### src/wdr_pkg.sv
// package for the watchdog register block: register offsets, reset values, key, timing
// assumes a 32-bit plain register port and a 200 MHz core clock
package wdr_pkg;
  localparam logic [11:0] OFF_START    = 12'h000;
  localparam logic [11:0] OFF_TIMEOUT  = 12'h100;
  localparam logic [11:0] OFF_IRQ_SET  = 12'h304;
  localparam logic [11:0] OFF_IRQ_CLR  = 12'h308;
  localparam logic [11:0] OFF_RUN      = 12'h400;
  localparam logic [11:0] OFF_PENDING  = 12'h404;
  localparam logic [11:0] OFF_RELOAD   = 12'h504;
  localparam logic [11:0] OFF_SLOT_EN  = 12'h508;
  localparam logic [11:0] OFF_SLOT0    = 12'h600;
  localparam logic [11:0] OFF_SLOT_END = 12'h61C;
  localparam logic [11:0] OFF_IRQ_STAT = 12'h700;
  localparam logic [11:0] OFF_IRQ_MASK = 12'h704;
  localparam int          SLOT_SEL_LSB = 2;
  localparam int          NUM_SLOTS    = 8;
  localparam logic [31:0] RELOAD_RST   = 32'hFFFFFFFF;
  localparam logic [7:0]  SLOT_EN_RST  = 8'h01;
  localparam logic [31:0] RELOAD_KEY   = 32'h6E524635;
  localparam int          TICK_DIV     = 6104;
  localparam int          RST_DELAY_TICKS = 2;
  localparam logic [1:0]  IRQ_TIMEOUT_BIT = 2'h1;
  localparam logic [1:0]  IRQ_RESET_BIT   = 2'h2;
endpackage

### src/wdr_top.sv
// watchdog register block: register port, start, reload slots, timeout event and reset request
// assumes synchronous register strobes, read data one cycle after the read strobe
`timescale 1ns/10ps
module wdr_top
  import wdr_pkg::*;
#(
  parameter int DIV   = TICK_DIV,
  parameter int SLOTS = NUM_SLOTS
) (
  // clock and reset
  input  wire logic        clk,
  input  wire logic        arst_n,
  // register port
  input  wire logic [11:0] addr,
  input  wire logic [31:0] wdata,
  input  wire logic        wr,
  input  wire logic        rd,
  output logic      [31:0] rdata,
  // system outputs
  output logic             irq,
  output logic             wdog_reset,
  output logic             timeout_pulse
);
  // ****************************************************************
  // decode
  // ****************************************************************
  logic              run_q;
  logic              ien_q;
  logic              tevt_q;
  logic [31:0]       reload_q;
  logic [SLOTS-1:0]  slot_en_q;
  logic [SLOTS-1:0]  keyed_q;
  logic [1:0]        istat_q;
  logic [1:0]        imask_q;
  logic              rst_pend_q;
  logic [1:0]        rst_cnt_q;
  logic              tick;
  logic              wrap;
  logic [SLOTS-1:0]  slot_hit;
  localparam int     IDX_W = $clog2(SLOTS);

  wire        w_start   = wr && addr == OFF_START && wdata[0];
  wire        w_tevt    = wr && addr == OFF_TIMEOUT;
  wire        w_iset    = wr && addr == OFF_IRQ_SET && wdata[0];
  wire        w_iclr    = wr && addr == OFF_IRQ_CLR && wdata[0];
  wire        w_reload  = wr && addr == OFF_RELOAD && !run_q;
  wire        w_slot_en = wr && addr == OFF_SLOT_EN && !run_q;
  // only the exact key counts; any other value leaves the slot pending
  wire        w_slot    = wr && addr >= OFF_SLOT0 && addr <= OFF_SLOT_END && wdata == RELOAD_KEY;
  wire [IDX_W-1:0] slot_idx = addr[SLOT_SEL_LSB +: IDX_W];
  wire        w_istat   = wr && addr == OFF_IRQ_STAT;
  wire        w_imask   = wr && addr == OFF_IRQ_MASK;
  wire        do_start  = w_start && !run_q;
  // reload fires once every enabled slot holds the key
  wire [SLOTS-1:0] keyed_next = keyed_q | slot_hit;
  wire        all_keyed = run_q && ((keyed_next & slot_en_q) == slot_en_q);
  wire        do_reload = all_keyed && w_slot;
  wire [SLOTS-1:0] pending = slot_en_q & ~keyed_q;

  // ****************************************************************
  // counter and tick
  // ****************************************************************
  wdr_tick #(.DIV(DIV)) u_tick (
    .clk    (clk),
    .arst_n (arst_n),
    .tick   (tick)
  );

  wdr_counter u_cnt (
    .clk        (clk),
    .arst_n     (arst_n),
    .tick       (tick),
    .load       (do_start || do_reload),
    .run        (run_q),
    .reload_val (reload_q),
    .wrap       (wrap)
  );

  // ****************************************************************
  // registers
  // ****************************************************************
  always_ff @(posedge clk or negedge arst_n) begin
    if (!arst_n) begin
      run_q <= 1'b0;
    end else if (do_start) begin
      run_q <= 1'b1;
    end
  end

  // reload value and slot enable writes are dropped once running, so a runaway program cannot stretch the timeout
  always_ff @(posedge clk or negedge arst_n) begin
    if (!arst_n) begin
      reload_q <= RELOAD_RST;
    end else if (w_reload) begin
      reload_q <= wdata;
    end
  end

  always_ff @(posedge clk or negedge arst_n) begin
    if (!arst_n) begin
      slot_en_q <= SLOTS'(SLOT_EN_RST);
    end else if (w_slot_en) begin
      slot_en_q <= wdata[SLOTS-1:0];
    end
  end

  // ****************************************************************
  // reload request slots, interrupt enable, timeout flag, status and mask
  // ****************************************************************
  // one key latch per slot; a finished reload or a fresh start re-arms them all
  for (genvar g = 0; g < SLOTS; g++) begin : g_slot
    logic key_q;
    assign slot_hit[g] = w_slot && slot_idx == IDX_W'(g);
    assign keyed_q[g]  = key_q;
    always_ff @(posedge clk or negedge arst_n) begin
      if (!arst_n) begin
        key_q <= 1'b0;
      end else if (do_reload || do_start) begin
        key_q <= 1'b0;
      end else if (slot_hit[g]) begin
        key_q <= 1'b1;
      end
    end
  end

  always_ff @(posedge clk or negedge arst_n) begin
    if (!arst_n) begin
      ien_q <= 1'b0;
    end else if (w_iset) begin
      ien_q <= 1'b1;
    end else if (w_iclr) begin
      ien_q <= 1'b0;
    end
  end

  // set wins over a software clear in the same cycle
  always_ff @(posedge clk or negedge arst_n) begin
    if (!arst_n) begin
      tevt_q <= 1'b0;
    end else if (wrap) begin
      tevt_q <= 1'b1;
    end else if (w_tevt) begin
      tevt_q <= wdata[0];
    end
  end

  // bit 0 marks every timeout, bit 1 only those whose reset is being held back
  wire [1:0] ev = ({2{wrap}} & IRQ_TIMEOUT_BIT) | ({2{wrap && ien_q}} & IRQ_RESET_BIT);
  always_ff @(posedge clk or negedge arst_n) begin
    if (!arst_n) begin
      istat_q <= 2'h0;
    end else begin
      istat_q <= (istat_q & ~({2{w_istat}} & wdata[1:0])) | ev;
    end
  end

  always_ff @(posedge clk or negedge arst_n) begin
    if (!arst_n) begin
      imask_q <= 2'h0;
    end else if (w_imask) begin
      imask_q <= wdata[1:0];
    end
  end

  // ****************************************************************
  // watchdog reset
  // ****************************************************************
  // once pending the reset cannot be withdrawn, and a further wrap does not restart the delay
  wire rst_arm  = wrap && ien_q && !rst_pend_q;
  wire rst_last = rst_pend_q && tick && rst_cnt_q == 2'h1;
  wire rst_fire = (wrap && !ien_q) || rst_last;
  always_ff @(posedge clk or negedge arst_n) begin
    if (!arst_n) begin
      rst_pend_q <= 1'b0;
      rst_cnt_q  <= 2'h0;
    end else if (rst_arm) begin
      rst_pend_q <= 1'b1;
      rst_cnt_q  <= 2'(RST_DELAY_TICKS);
    end else if (rst_pend_q && tick) begin
      rst_pend_q <= !rst_last;
      rst_cnt_q  <= rst_cnt_q - 2'h1;
    end
  end

  // sticky: only a reset of this block takes the request away
  always_ff @(posedge clk or negedge arst_n) begin
    if (!arst_n) begin
      wdog_reset <= 1'b0;
    end else if (rst_fire) begin
      wdog_reset <= 1'b1;
    end
  end

  // ****************************************************************
  // read path and outputs
  // ****************************************************************
  // unmapped offsets and the write-only slots read as zero
  logic [31:0] rmux;
  always_comb begin
    rmux = 32'h00000000;
    unique case (addr)
      OFF_TIMEOUT:  rmux[0] = tevt_q;
      OFF_IRQ_SET,
      OFF_IRQ_CLR:  rmux[0] = ien_q;
      OFF_RUN:      rmux[0] = run_q;
      OFF_PENDING:  rmux[SLOTS-1:0] = pending;
      OFF_RELOAD:   rmux = reload_q;
      OFF_SLOT_EN:  rmux[SLOTS-1:0] = slot_en_q;
      OFF_IRQ_STAT: rmux[1:0] = istat_q;
      OFF_IRQ_MASK: rmux[1:0] = imask_q;
      default:      rmux = 32'h00000000;
    endcase
  end

  always_ff @(posedge clk or negedge arst_n) begin
    if (!arst_n) begin
      rdata <= 32'h00000000;
    end else begin
      rdata <= rd ? rmux : 32'h00000000;
    end
  end

  always_ff @(posedge clk or negedge arst_n) begin
    if (!arst_n) begin
      irq <= 1'b0;
    end else begin
      irq <= |(istat_q & imask_q);
    end
  end

  always_ff @(posedge clk or negedge arst_n) begin
    if (!arst_n) begin
      timeout_pulse <= 1'b0;
    end else begin
      timeout_pulse <= wrap;
    end
  end

  // ****************************************************************
  // checks
  // ****************************************************************
  a_start_runs: assert property (@(posedge clk) disable iff (!arst_n)
    do_start |=> run_q) else $error("start did not set run");
  a_cfg_locked: assert property (@(posedge clk) disable iff (!arst_n)
    run_q && wr && addr == OFF_RELOAD |=> $stable(reload_q)) else $error("reload value changed while running");
  a_ien_set: assert property (@(posedge clk) disable iff (!arst_n)
    w_iset |=> ien_q) else $error("enable set failed");
  a_ien_clr: assert property (@(posedge clk) disable iff (!arst_n)
    w_iclr && !w_iset |=> !ien_q) else $error("enable clear failed");
  a_wrap_event: assert property (@(posedge clk) disable iff (!arst_n)
    wrap |=> tevt_q) else $error("timeout flag not raised");
  a_reset_now: assert property (@(posedge clk) disable iff (!arst_n)
    wrap && !ien_q |=> wdog_reset) else $error("immediate reset missing");
  a_reset_late: assert property (@(posedge clk) disable iff (!arst_n)
    wrap && ien_q && !wdog_reset |=> !wdog_reset) else $error("delayed reset came early");
  a_pend_map: assert property (@(posedge clk) disable iff (!arst_n)
    do_reload |=> pending == slot_en_q) else $error("slots not re-armed");
  a_slot_rst: assert property (@(posedge clk) disable iff (!arst_n)
    !run_q && w_slot_en |=> slot_en_q == $past(wdata[SLOTS-1:0])) else $error("slot enable write lost");
  a_reset_sticky: assert property (@(posedge clk) disable iff (!arst_n)
    wdog_reset |=> wdog_reset) else $error("watchdog reset withdrawn");
  a_delay_fires: assert property (@(posedge clk) disable iff (!arst_n)
    rst_last |=> wdog_reset) else $error("delayed reset never came");
  a_rst_armed: assert property (@(posedge clk) disable iff (!arst_n)
    rst_arm |=> rst_pend_q) else $error("delayed reset not armed");
  a_run_stays: assert property (@(posedge clk) disable iff (!arst_n)
    run_q |=> run_q) else $error("run indicator dropped");
  a_slot_locked: assert property (@(posedge clk) disable iff (!arst_n)
    run_q && wr && addr == OFF_SLOT_EN |=> $stable(slot_en_q)) else $error("slot enables changed while running");
  a_key_taken: assert property (@(posedge clk) disable iff (!arst_n)
    w_slot && run_q && !do_reload |=> !pending[$past(slot_idx)]) else $error("key did not clear pending bit");
  a_start_rearm: assert property (@(posedge clk) disable iff (!arst_n)
    do_start |=> pending == slot_en_q) else $error("start did not arm slots");
  a_wrap_pulse: assert property (@(posedge clk) disable iff (!arst_n)
    wrap |=> timeout_pulse) else $error("timeout pulse missing");
  a_pulse_single: assert property (@(posedge clk) disable iff (!arst_n)
    timeout_pulse |=> !timeout_pulse) else $error("timeout pulse too long");
  a_flag_set: assert property (@(posedge clk) disable iff (!arst_n)
    wrap |=> (istat_q & IRQ_TIMEOUT_BIT) != 2'h0) else $error("timeout status bit not set");
  a_flag_hold: assert property (@(posedge clk) disable iff (!arst_n)
    !wrap && !w_tevt |=> $stable(tevt_q)) else $error("timeout flag changed by itself");
  a_delay_flag: assert property (@(posedge clk) disable iff (!arst_n)
    wrap && ien_q |=> (istat_q & IRQ_RESET_BIT) != 2'h0) else $error("delayed reset status bit not set");
  a_ien_hold: assert property (@(posedge clk) disable iff (!arst_n)
    !w_iset && !w_iclr |=> $stable(ien_q)) else $error("interrupt enable changed by itself");
  a_rdata_idle: assert property (@(posedge clk) disable iff (!arst_n)
    !rd |=> rdata == 32'h00000000) else $error("read data not idle");
  a_irq_masked: assert property (@(posedge clk) disable iff (!arst_n)
    imask_q == 2'h0 |=> !irq) else $error("masked interrupt raised");
  a_irq_level: assert property (@(posedge clk) disable iff (!arst_n)
    (istat_q & imask_q) != 2'h0 |=> irq) else $error("unmasked interrupt missing");
endmodule

### src/wdr_tick.sv
// low-frequency tick generator: one-cycle pulse per 32.768 kHz period
// assumes a free running core clock
`timescale 1ns/10ps
module wdr_tick
  import wdr_pkg::*;
#(
  parameter int DIV = TICK_DIV
) (
  // clock and reset
  input  wire logic clk,
  input  wire logic arst_n,
  // tick out
  output logic      tick
);
  logic [15:0] cnt_q;
  wire         wrap = (cnt_q == 16'(DIV - 1));
  always_ff @(posedge clk or negedge arst_n) begin
    if (!arst_n) begin
      cnt_q <= 16'h0000;
      tick  <= 1'b0;
    end else begin
      cnt_q <= wrap ? 16'h0000 : cnt_q + 16'h0001;
      tick  <= wrap;
    end
  end
endmodule

### src/wdr_counter.sv
// watchdog down-counter on the low-frequency tick
// assumes tick is a one-cycle pulse in the core domain
`timescale 1ns/10ps
module wdr_counter (
  // clock and reset
  input  wire logic        clk,
  input  wire logic        arst_n,
  // control
  input  wire logic        tick,
  input  wire logic        load,
  input  wire logic        run,
  input  wire logic [31:0] reload_val,
  // status
  output logic             wrap
);
  logic [31:0] cnt_q;
  always_ff @(posedge clk or negedge arst_n) begin
    if (!arst_n) begin
      cnt_q <= 32'h00000000;
      wrap  <= 1'b0;
    end else begin
      wrap <= 1'b0;
      if (load) begin
        cnt_q <= reload_val;
      end else if (run && tick) begin
        // wrap past zero reloads so the period is reload value plus one
        if (cnt_q == 32'h00000000) begin
          cnt_q <= reload_val;
          wrap  <= 1'b1;
        end else begin
          cnt_q <= cnt_q - 32'h00000001;
        end
      end
    end
  end
endmodule

### config.mk
export PLATFORM = sky130hd
export DESIGN_NAME = wdr_top
export DESIGN_NICKNAME = d
export VERILOG_FILES = /design/src/wdr_pkg.sv /design/src/wdr_top.sv /design/src/wdr_tick.sv /design/src/wdr_counter.sv
export SDC_FILE = /design/constraint.sdc
export NUM_CORES = 1
export LEC_CHECK = 0
export ABC_CLOCK_PERIOD_IN_PS = 7500
export BUFFER_PORTS_ARGS = -buffer_cell sky130_fd_sc_hd__buf_2
export CAP_MARGIN = 25
export CORE_MARGIN = 2
export CORE_UTILIZATION = 45
export DETAILED_ROUTE_END_ITERATION = 6
export PLACE_DENSITY = 0.62
export SYNTH_ARGS = -nofsm -noshare
export SYNTH_HDL_FRONTEND = slang
export SYNTH_SLANG_ARGS = --single-unit
### constraint.sdc
create_clock -name clk -period 7.5 [get_ports clk]
set_input_delay 1.125 -clock clk [delete_from_list [all_inputs] [get_ports clk]]
set_output_delay 1.125 -clock clk [all_outputs]
set_load 0.03 [all_outputs]
After elaboration in Yosys (flattened, before gate mapping). Index checks and enable logic that the tools add are counted.

Bits in writable memories: 0. Latch bits: 0. Memories kept: 0. Logic and storage cells: 152. Output and inout bits: 35. Memory bits (read-only): 0. Bits of input ports: 48. Flip-flop bits (word level): 143.

Equality and inequality tests: 20. Div/mod/pow operators: 0. Reduce and logical (&&, ||, !) cells: 56. Multiply operators: 0. Multiplexer cells: 36. Magnitude comparators: 2. Shift-type cells: 0. Add/sub/neg operators: 3. Bitwise gates (word level): 10.

Operators by type and width (count): 32-bit 2-to-1 mux (4); 12-bit by 11-bit equality test with 1-bit output (second input constant) (6); 1-bit logical AND (33); 32-bit by 31-bit equality test with 1-bit output (second input constant) (1); 32-bit logical NOT (1); 32-bit by 1-bit subtractor with 32-bit output (second input constant) (1); 1-bit 2-to-1 mux (25); 12-bit by 10-bit equality test with 1-bit output (second input constant) (2); 24-bit 2-to-1 mux (1); 2-bit nonzero test (12); 6-bit case mux with 3 select lines (1); 16-bit by 1-bit adder with 16-bit output (second input constant) (1); 8-bit bitwise AND (2); 16-bit by 13-bit equality test with 1-bit output (second input constant) (1); 16-bit 2-to-1 mux (1); 12-bit by 9-bit equality test with 1-bit output (second input constant) (1); 3-bit equality test (second input constant) (4); 12-bit by 11-bit >= comparator with 1-bit output (second input constant) (1); 12-bit by 11-bit less-or-equal comparator with 1-bit output (second input constant) (1); 12-bit logical NOT (1); 8-bit equality test (1); 8-bit NOT (1); 8-bit OR (1); 1-bit case mux with 8 select lines (1); 14 further kinds (23).

Depth between registers and ports, before layout. Gate-level depths: netlist (run 1).

Depth in word-level cells: 12. Mapped depth: 9. Gate-level depth less buffers: 8.

Modules after synthesis. A second synthesis (run 1) with hierarchy kept.

Cells, all modules: 679. Area, all modules: 7239.4 sq um.

Modules (own cells, without submodules): wdr_top (cells an instance 335, area each 4135.2 sq um, seq. area each 2368.5 sq um, instances 1); wdr_counter (cells an instance 272, area each 2326.0 sq um, seq. area each 825.8 sq um, instances 1); wdr_tick (cells an instance 72, area each 778.2 sq um, seq. area each 425.4 sq um, instances 1).

Least setup slack after synthesis (run 1). No wires, ideal clock.

Path kind: input to register. Start: input addr[2]. End: register u_cnt.cnt_q[8]. Arrival: 3.184 ns. Setup slack: 4.192 ns. Path buffers: 2. Setup time: 0.124 ns. Stages on the path: 8. Cell sequence: buf_2 -> or3_1 -> a222oi_1 -> o2111ai_1 -> o31ai_2 -> buf_2 -> nor2_1 -> a211o_1.

Longest elaborated chain between the ends: 12. Elaborated cells between the ends (all ways): 33. Classes of those cells: order compare: 2; eq/ne: 8; mux: 1; bitwise: 2; reduce/logical: 20.

RTL lines: start, declared (RTL line wdr_top.sv:14) `input wire logic [11:0] addr,`; 12-bit by 11-bit >= comparator with 1-bit output (RTL line wdr_top.sv:49) `wire w_slot = wr && addr >= OFF_SLOT0 && addr <= OFF_SLOT_END && wdata == RELOAD_KEY;`; 1-bit logical AND (3 in series) (RTL line wdr_top.sv:49); 1-bit logical AND (RTL line wdr_top.sv:113) `assign slot_hit[g] = w_slot && slot_idx == IDX_W'(g);`; 8-bit OR (RTL line wdr_top.sv:55) `wire [SLOTS-1:0] keyed_next = keyed_q | slot_hit;`; 8-bit bitwise AND (RTL line wdr_top.sv:56) `wire all_keyed = run_q && ((keyed_next & slot_en_q) == slot_en_q);`; 8-bit equality test (RTL line wdr_top.sv:56); 1-bit logical AND (RTL line wdr_top.sv:56); 1-bit logical AND (RTL line wdr_top.sv:57) `wire do_reload = all_keyed && w_slot;`; 1-bit logical OR (*) (RTL line wdr_top.sv:73) `.load (do_start || do_reload),`; 32-bit 2-to-1 mux / 2-bit nonzero test (equally long branches); end signal, assigned (RTL line wdr_counter.sv:24) `cnt_q <= reload_val;`; end signal, assigned (RTL line wdr_counter.sv:28) `cnt_q <= reload_val;`; end signal, assigned (RTL line wdr_counter.sv:31) `cnt_q <= cnt_q - 32'h00000001;`; end, declared (RTL line wdr_counter.sv:16) `logic [31:0] cnt_q;`.

Mark *: on every way between the ends. The rest lies on a longest branch, timed or not. A chain may end at the register's enable or synchronous reset.

Worst setup path in the final report (run 1).
Start: input addr[5]. End: register u_cnt.cnt_q[9].

Same word-level chain as after synthesis.

==> results.toml, run 1 <==
[status]
outcome = "finished, final reports clean"

[grt]
gr-usage-met2_pct = 37.6
via_count_of_the_first_global_routing_pass = 5803
grtUsageTotal_pct = 24.4
global_route.overflow_total = 0
grt_busiest_layer = "met2"
groute.layer.met1.usage_pct = 34.1
globalRouteMet3Util_pct = 5.78
first_pass_grt_wire_length_mm = 31.2
largest_net_degree_at_the_start_of_global_routing = 76
antenna_found_initial = 0

[pwr]
vdd_drop_max_v = 0.000162
power_per_cell_area_nw_per_um2 = 200
static_leakage_power_nw = 3.74

[clock_tree]
cts.sink_count = 143
clkLatencyLatePin_ns = 0.43
cts_root_buffer = "clkbuf_16"
path_clk_slew_ns = 0.06
post_cts_resized = 0
cts_tree = "built"
numCtsBuffers = 17
cts_buffer_depth = 2
post_cts_buffers = 0
post_cts_hold_buffer_count = 0
h-tree-depth = 4

[timing]
final-hold-violation-count = 0
timing_max_transition_violations_final = 0
max_clock_freq_mhz = 249
layout_worst_path_cycle_share_pct = 53.5
rsz0062_at_grt = "false"
final-setup-viol-count = 0
least_margin_pin_slew_ns = 1.05
fin_setup_tns_ns = 0
worst_slew_margin_rel_pct = 29.6
finalCriticalPeriod_ns = 4.01
clock_skew_ns = 0.00920
worst_hold_slack_ns = 0.477

[layout]
most-common-layout-cells = "110 x dfrtp_1, 81 x buf_2, 53 x nor2_1, 40 x nand2_1, 36 x nand3_1"
drive_above_1_share_pct = 23.2
final_common_cell = "dfrtp_1"
utilization_pct = 54.3
fillCellCount = 1364
syn_to_final_growth_pct = 17.4
instances_no_fill = 987
final_net_count = 815
design_area_um2 = 8290
antenna-diode-count = 0

[yosys]
synth_ff_type = "dfrtp_1"
synth_edf_count = 0
synth-seq-cells = 143
synth_async_sr_flop_share_pct = 100
postSynthAreaPerCell_um2 = 10.3
yosysTopAreaCell = "dfrtp_1"
synth_top_area_share_pct = 39.0
syn-instance-count = 683
netlist-cell-type-count = 71
yosysWarningCount = 0
synth_sequential_area_ratio_pct = 51.3
synthesis.area_um2 = 7060
netlist_top_cells_area = "dfrtp_1 39%, dfstp_2 12%, mux2_1 4.6%"
synth.net_count = 735

[die]
chipHeight_um = 129
boundaryPins = 83
die_width_um = 129
effective_utilization_at_floorplan_pct = 46.3
die_area_um2 = 16700
core_area_um2 = 15300
core.rowCount = 45

[setup_path]
worstSetupEndpointType = "flop"
worst-setup-path-type = "in -> reg"
worstPathMaxFanout = 15
timing.critical_path.from_type = "input pin"
cp_data_required_time_ns = 7.81
arrival_time_at_the_worst_endpoint_ns = 4.33

[run]
maxCapViolCount = 0

[routing]
drt_drc_violations_left = 0
routed-via-count = 5909
first_pass_iters = 5
initialDrtViolationCount = 664
post_drt_wl_per_cell_um = 19.7
drt-vias-per-instance = 5.99
final_wl_mm = 19.4
detail-route-antenna-nets = 0

[placement]
port_buffer_count = 82
place_congestion = 0.880
placed_cells = 952
placedInstanceArea_um2 = 7670
post-dp-hpwl_mm = 13.5

[min_path]
hold_class = "reg -> reg"
-- layout make-up --
cell class | instances | area [µm²] | share of cell area (%)
Multi-Input combinational cell | 496 | 3270 | 39.4
Sequential cell | 143 | 3620 | 43.7
Clock buffer | 19 | 443 | 5.34
Clock inverter | 13 | 126 | 1.52
Tap cell | 211 | 264 | 3.19
Timing Repair Buffer | 93 | 524 | 6.33
Inverter | 12 | 45.0 | 0.543
-- metrics by stage --
stage                     power, mW  setup slack, ns
after floorplan               0.806             4.19
after detailed placement      0.846             3.03
after global placement        0.845             3.11
after global routing           1.71             3.30
after CTS                      1.67             3.47
final                          1.65             3.49
-- metal layers --
layer	share of wire [%]	vias up
li1	-	2735
met1	45	2914
met2	46	237
met3	7.1	23
met4	1.6	0
met5	0	-
-- final timing paths --
| check | start | end | slack, ns | depth (start not counted) |
|---|---|---|---|---|
| max | addr[5] | u_cnt.cnt_q[9] | 3.49 | 7 |
| min | u_tick.cnt_q[0] | u_tick.cnt_q[0] | 0.48 | 1 |
| max reg2reg | u_cnt.cnt_q[8] | u_cnt.cnt_q[2] | 4.37 | 6 |
| min reg2reg | u_tick.cnt_q[0] | u_tick.cnt_q[0] | 0.48 | 1 |
| max in group asynchronous | arst_n | reload_q[23] | 5.78 | 3 |
| min in group asynchronous | arst_n | rdata[21] | 0.67 | 1 |
-- cell usage after synthesis (all sizes together), types with 12 or more instances --
cell and instances:
o21ai 35, nor3 25, and3 32, nand2 41, nor2b 13, clkbuf 20, a21oi 30, nor4 19
nand4 19, nand3 36, inv 12, buf 12, dfrtp 110, mux2 38, nor2 54, dfstp 33
-- sequential cells by signal, summed over array words and instances (netlist names), 2 cells and up --
signal        flops
rdata            32
reload_q         32
u_cnt.cnt_q      32
u_tick.cnt_q     16
g_slot.key_q      8
slot_en_q         8
imask_q           2
istat_q           2
rst_cnt_q         2
-- cell families after synthesis --
family	synth area share, %
AOI/OAI and AO/OA	13.4
adders and majority gates	0.709
xor gates and xnor gates	1.74
muxes	6.34
buffers and inverters	2.62
DFF	51.3
and+or+nand+nor	23.9
-- report_power, final --
group	switching, mW	internal (mW)
sequential	0.00185	0.775
clock	0.352	0.470
combinational	0.0385	0.0183
total	0.392	1.26
-- critical path: stages --
cell	delay [ns]
buf_2	0.10
nor4_1	0.67
nand4_1	0.34
or4_1	0.75
nor3_2	0.88
nor3_1	0.14
a211o_1	0.31
Power figures use the tool's default switching activity.
==> run 2: changes to the inputs <==
ABC_AREA = 1   (was unset)
ABC_CLOCK_PERIOD_IN_PS = 3600   (was 7500)
PLACE_DENSITY = 0.64   (was 0.62)
clock period = 3.6 ns   (was 7.5 ns; I/O delays follow)
==> results.toml, run 2 <==
[status]
outcome = "finished, final reports clean"

[clock_tree]
cts.sink_count = 143
cts_root_buffer = "clkbuf_16"
post_cts_hold_buffer_count = 0
clkLatencyLatePin_ns = 0.43
cts_tree = "built"
post_cts_buffers = 0
cts_buffer_depth = 2
path_clk_slew_ns = 0.06
h-tree-depth = 4
numCtsBuffers = 17
post_cts_resized = 0

[setup_path]
timing.critical_path.from_type = "flop"
worstSetupEndpointType = "flop"
cp_data_required_time_ns = 3.92
cp_top_delay_family = "simple AND/OR/NAND/NOR gates"
slowest_stage = "dfrtp_1"
cp_slowest_stage_delay_ns = 0.43
dominant_cell_type_by_count_on_the_critical_path = "nand2_1"
worstPathMaxFanout = 5
worst-setup-path-type = "reg -> reg"
worst-path-buf-inv = 1
arrival_time_at_the_worst_endpoint_ns = 2.90
crit_path_cell_trace = "inv_1 > ha_1 > nand2_1 > nor2_2 > nand2_1 > nor2_2 > nand2_1 > nor2_1 > nand3_1 > xor2_1 > nand4_1 > nand3_1 > nand2_1"

[layout]
syn_to_final_growth_pct = 16.4
final_net_count = 1113
drive_above_1_share_pct = 18.2
most-common-layout-cells = "222 x nand2_1, 148 x inv_1, 134 x nor2_1, 110 x dfrtp_1, 81 x buf_2"
final_common_cell = "nand2_1"
reg_top3 = "rdata x32, reload_q x32, u_cnt.cnt_q x32"
antenna-diode-count = 0

[routing]
final_wl_mm = 19.2
post_drt_wl_per_cell_um = 14.8
drt-vias-per-instance = 5.08
detail-route-antenna-nets = 0
drt_drc_violations_left = 0
initialDrtViolationCount = 510
first_pass_iters = 5
routed-via-count = 6575

[timing]
final-setup-viol-count = 0
finalCriticalPeriod_ns = 2.58
clock_skew_ns = 0.00829
max_clock_freq_mhz = 388
worst_slew_margin_rel_pct = 40.0
setup_slack_ns = 1.02
least_margin_pin_slew_ns = 0.893
layout_worst_path_cycle_share_pct = 71.6
rsz0062_at_grt = "false"
timing_max_transition_violations_final = 0
final-hold-violation-count = 0
fin_setup_tns_ns = 0

[die]
core_area_um2 = 16500
die_width_um = 134
effective_utilization_at_floorplan_pct = 45.9
boundaryPins = 83
chipHeight_um = 134
core.rowCount = 47
die_area_um2 = 17900

[placement]
preCtsSetupSlack_ns = 0.826
post-dp-hpwl_mm = 14.1
place_congestion = 0.904
port_buffer_count = 82

[yosys]
syn-instance-count = 976
synth_xor_area_share_pct = 3.58
yosysWarningCount = 0
synthMostInstantiatedCell = "nand2_1"
synth.net_count = 1028
synth_top_area_share_pct = 36.3
synthesis.area_um2 = 7580
netlist-cell-type-count = 41
synth_edf_count = 0
synth_top_family_by_area = "simple AND/OR/NAND/NOR gates"
netlist_top_cells_area = "dfrtp_1 36%, dfstp_2 11%, nand2_1 11%"
post_synth_and_or_nand_nor_area_fraction_pct = 31.7
postSynthAreaPerCell_um2 = 7.77
synth-adder-area-share_pct = 0.660
list_of_most_frequent_post_synthesis_cells = "223 x nand2_1, 148 x inv_1, 134 x nor2_1"
synth-compound-area-share_pct = 6.50
synth-seq-cells = 143
yosysTopAreaCell = "dfrtp_1"
synth.mux.area_fraction_pct = 0
synth_async_sr_flop_share_pct = 100
synth_sequential_area_ratio_pct = 47.7
synth_ff_type = "dfrtp_1"

[min_path]
hold_class = "in -> async"

[grt]
via_count_of_the_first_global_routing_pass = 6421
globalRouteMet3Util_pct = 4.04
grtUsageTotal_pct = 22.7
global_route.overflow_total = 0
groute.layer.met1.usage_pct = 33.4
grt_busiest_layer = "met2"
largest_net_degree_at_the_start_of_global_routing = 68
first_pass_grt_wire_length_mm = 32.2
antenna_found_initial = 0
gr-usage-met2_pct = 34.5

[pwr]
vdd_drop_max_v = 0.000336
power_per_cell_area_nw_per_um2 = 406
static_leakage_power_nw = 4.41

[run]
maxCapViolCount = 0
-- run 2: cell types whose count changed after synthesis, sizes merged, moves of 16 or more --
cell   previous run  this run
and3             32         2
nand4            19        52
nor4             19         3
inv              12       151
nand3            36        64
nand2            41       239
nor2             54       144
mux2             38         0
-- run 2: cells by family (layout without fill, tap and decap cells) --
group	count (synthesis)	count (layout)
xor gates and xnor gates	31	31
AOI/OAI and AO/OA	90	90
adders and majority gates	4	4
and+or+nand+nor	530	530
buffers and inverters	178	276
DFF	143	143
-- run 2: layout make-up --
cell class / instances / area [µm²]
clock buffers: 21 / 470
clock inverters: 11 / 154
fillers: 1593 / 7700
inverters: 152 / 578
multi-input cells: 655 / 3220
flip-flops and latches: 143 / 3620
well taps: 220 / 275
repair buffers: 92 / 504
-- run 2: final timing paths --
check / slack, ns / endpoint / from / depth (start not counted)
max in group asynchronous: 2.64 / reload_q[19] / arst_n / 2
min in group clk: 0.34 / reload_q[24] / wdata[24] / 3
max: 1.02 / u_cnt.cnt_q[28] / u_cnt.cnt_q[0] / 13
min reg2reg: 0.46 / u_tick.cnt_q[0] / u_tick.cnt_q[0] / 1
min: 0.10 / u_tick.cnt_q[3] / arst_n / 1
max reg2reg: 1.02 / u_cnt.cnt_q[28] / u_cnt.cnt_q[0] / 13
-- run 2: per-stage QoR --
| stage | utilization, % | instances | total power, mW | hold slack [ns] | cell area [µm²] |
|---|---|---|---|---|---|
| detailed placement | 49.6 | 1262 | 1.75 | 0.451 | 8200 |
| CTS | 53.4 | 1294 | 3.61 | 0.128 | 8830 |
| global placement | 49.6 | 1262 | 1.75 | 0.451 | 8200 |
| finish | 53.4 | 1294 | 3.58 | 0.104 | 8830 |
| floorplan | - | 976 | 1.67 | 0.244 | 7580 |
| global route | 53.4 | 1294 | 3.69 | 0.149 | 8830 |
-- run 2: power by group --
part	total (mW)	internal, mW	switching [mW]
registers	1.61	1.61	0.000239
logic	0.107	0.0321	0.0747
clock network	1.87	1.15	0.714
total	3.58	2.79	0.788
-- run 2: metal layers --
layer	wire, µm	part of all wire, %
met1	9300	48
met2	8590	45
met3	1060	5.5
met4	259	1.3
met5	0	0
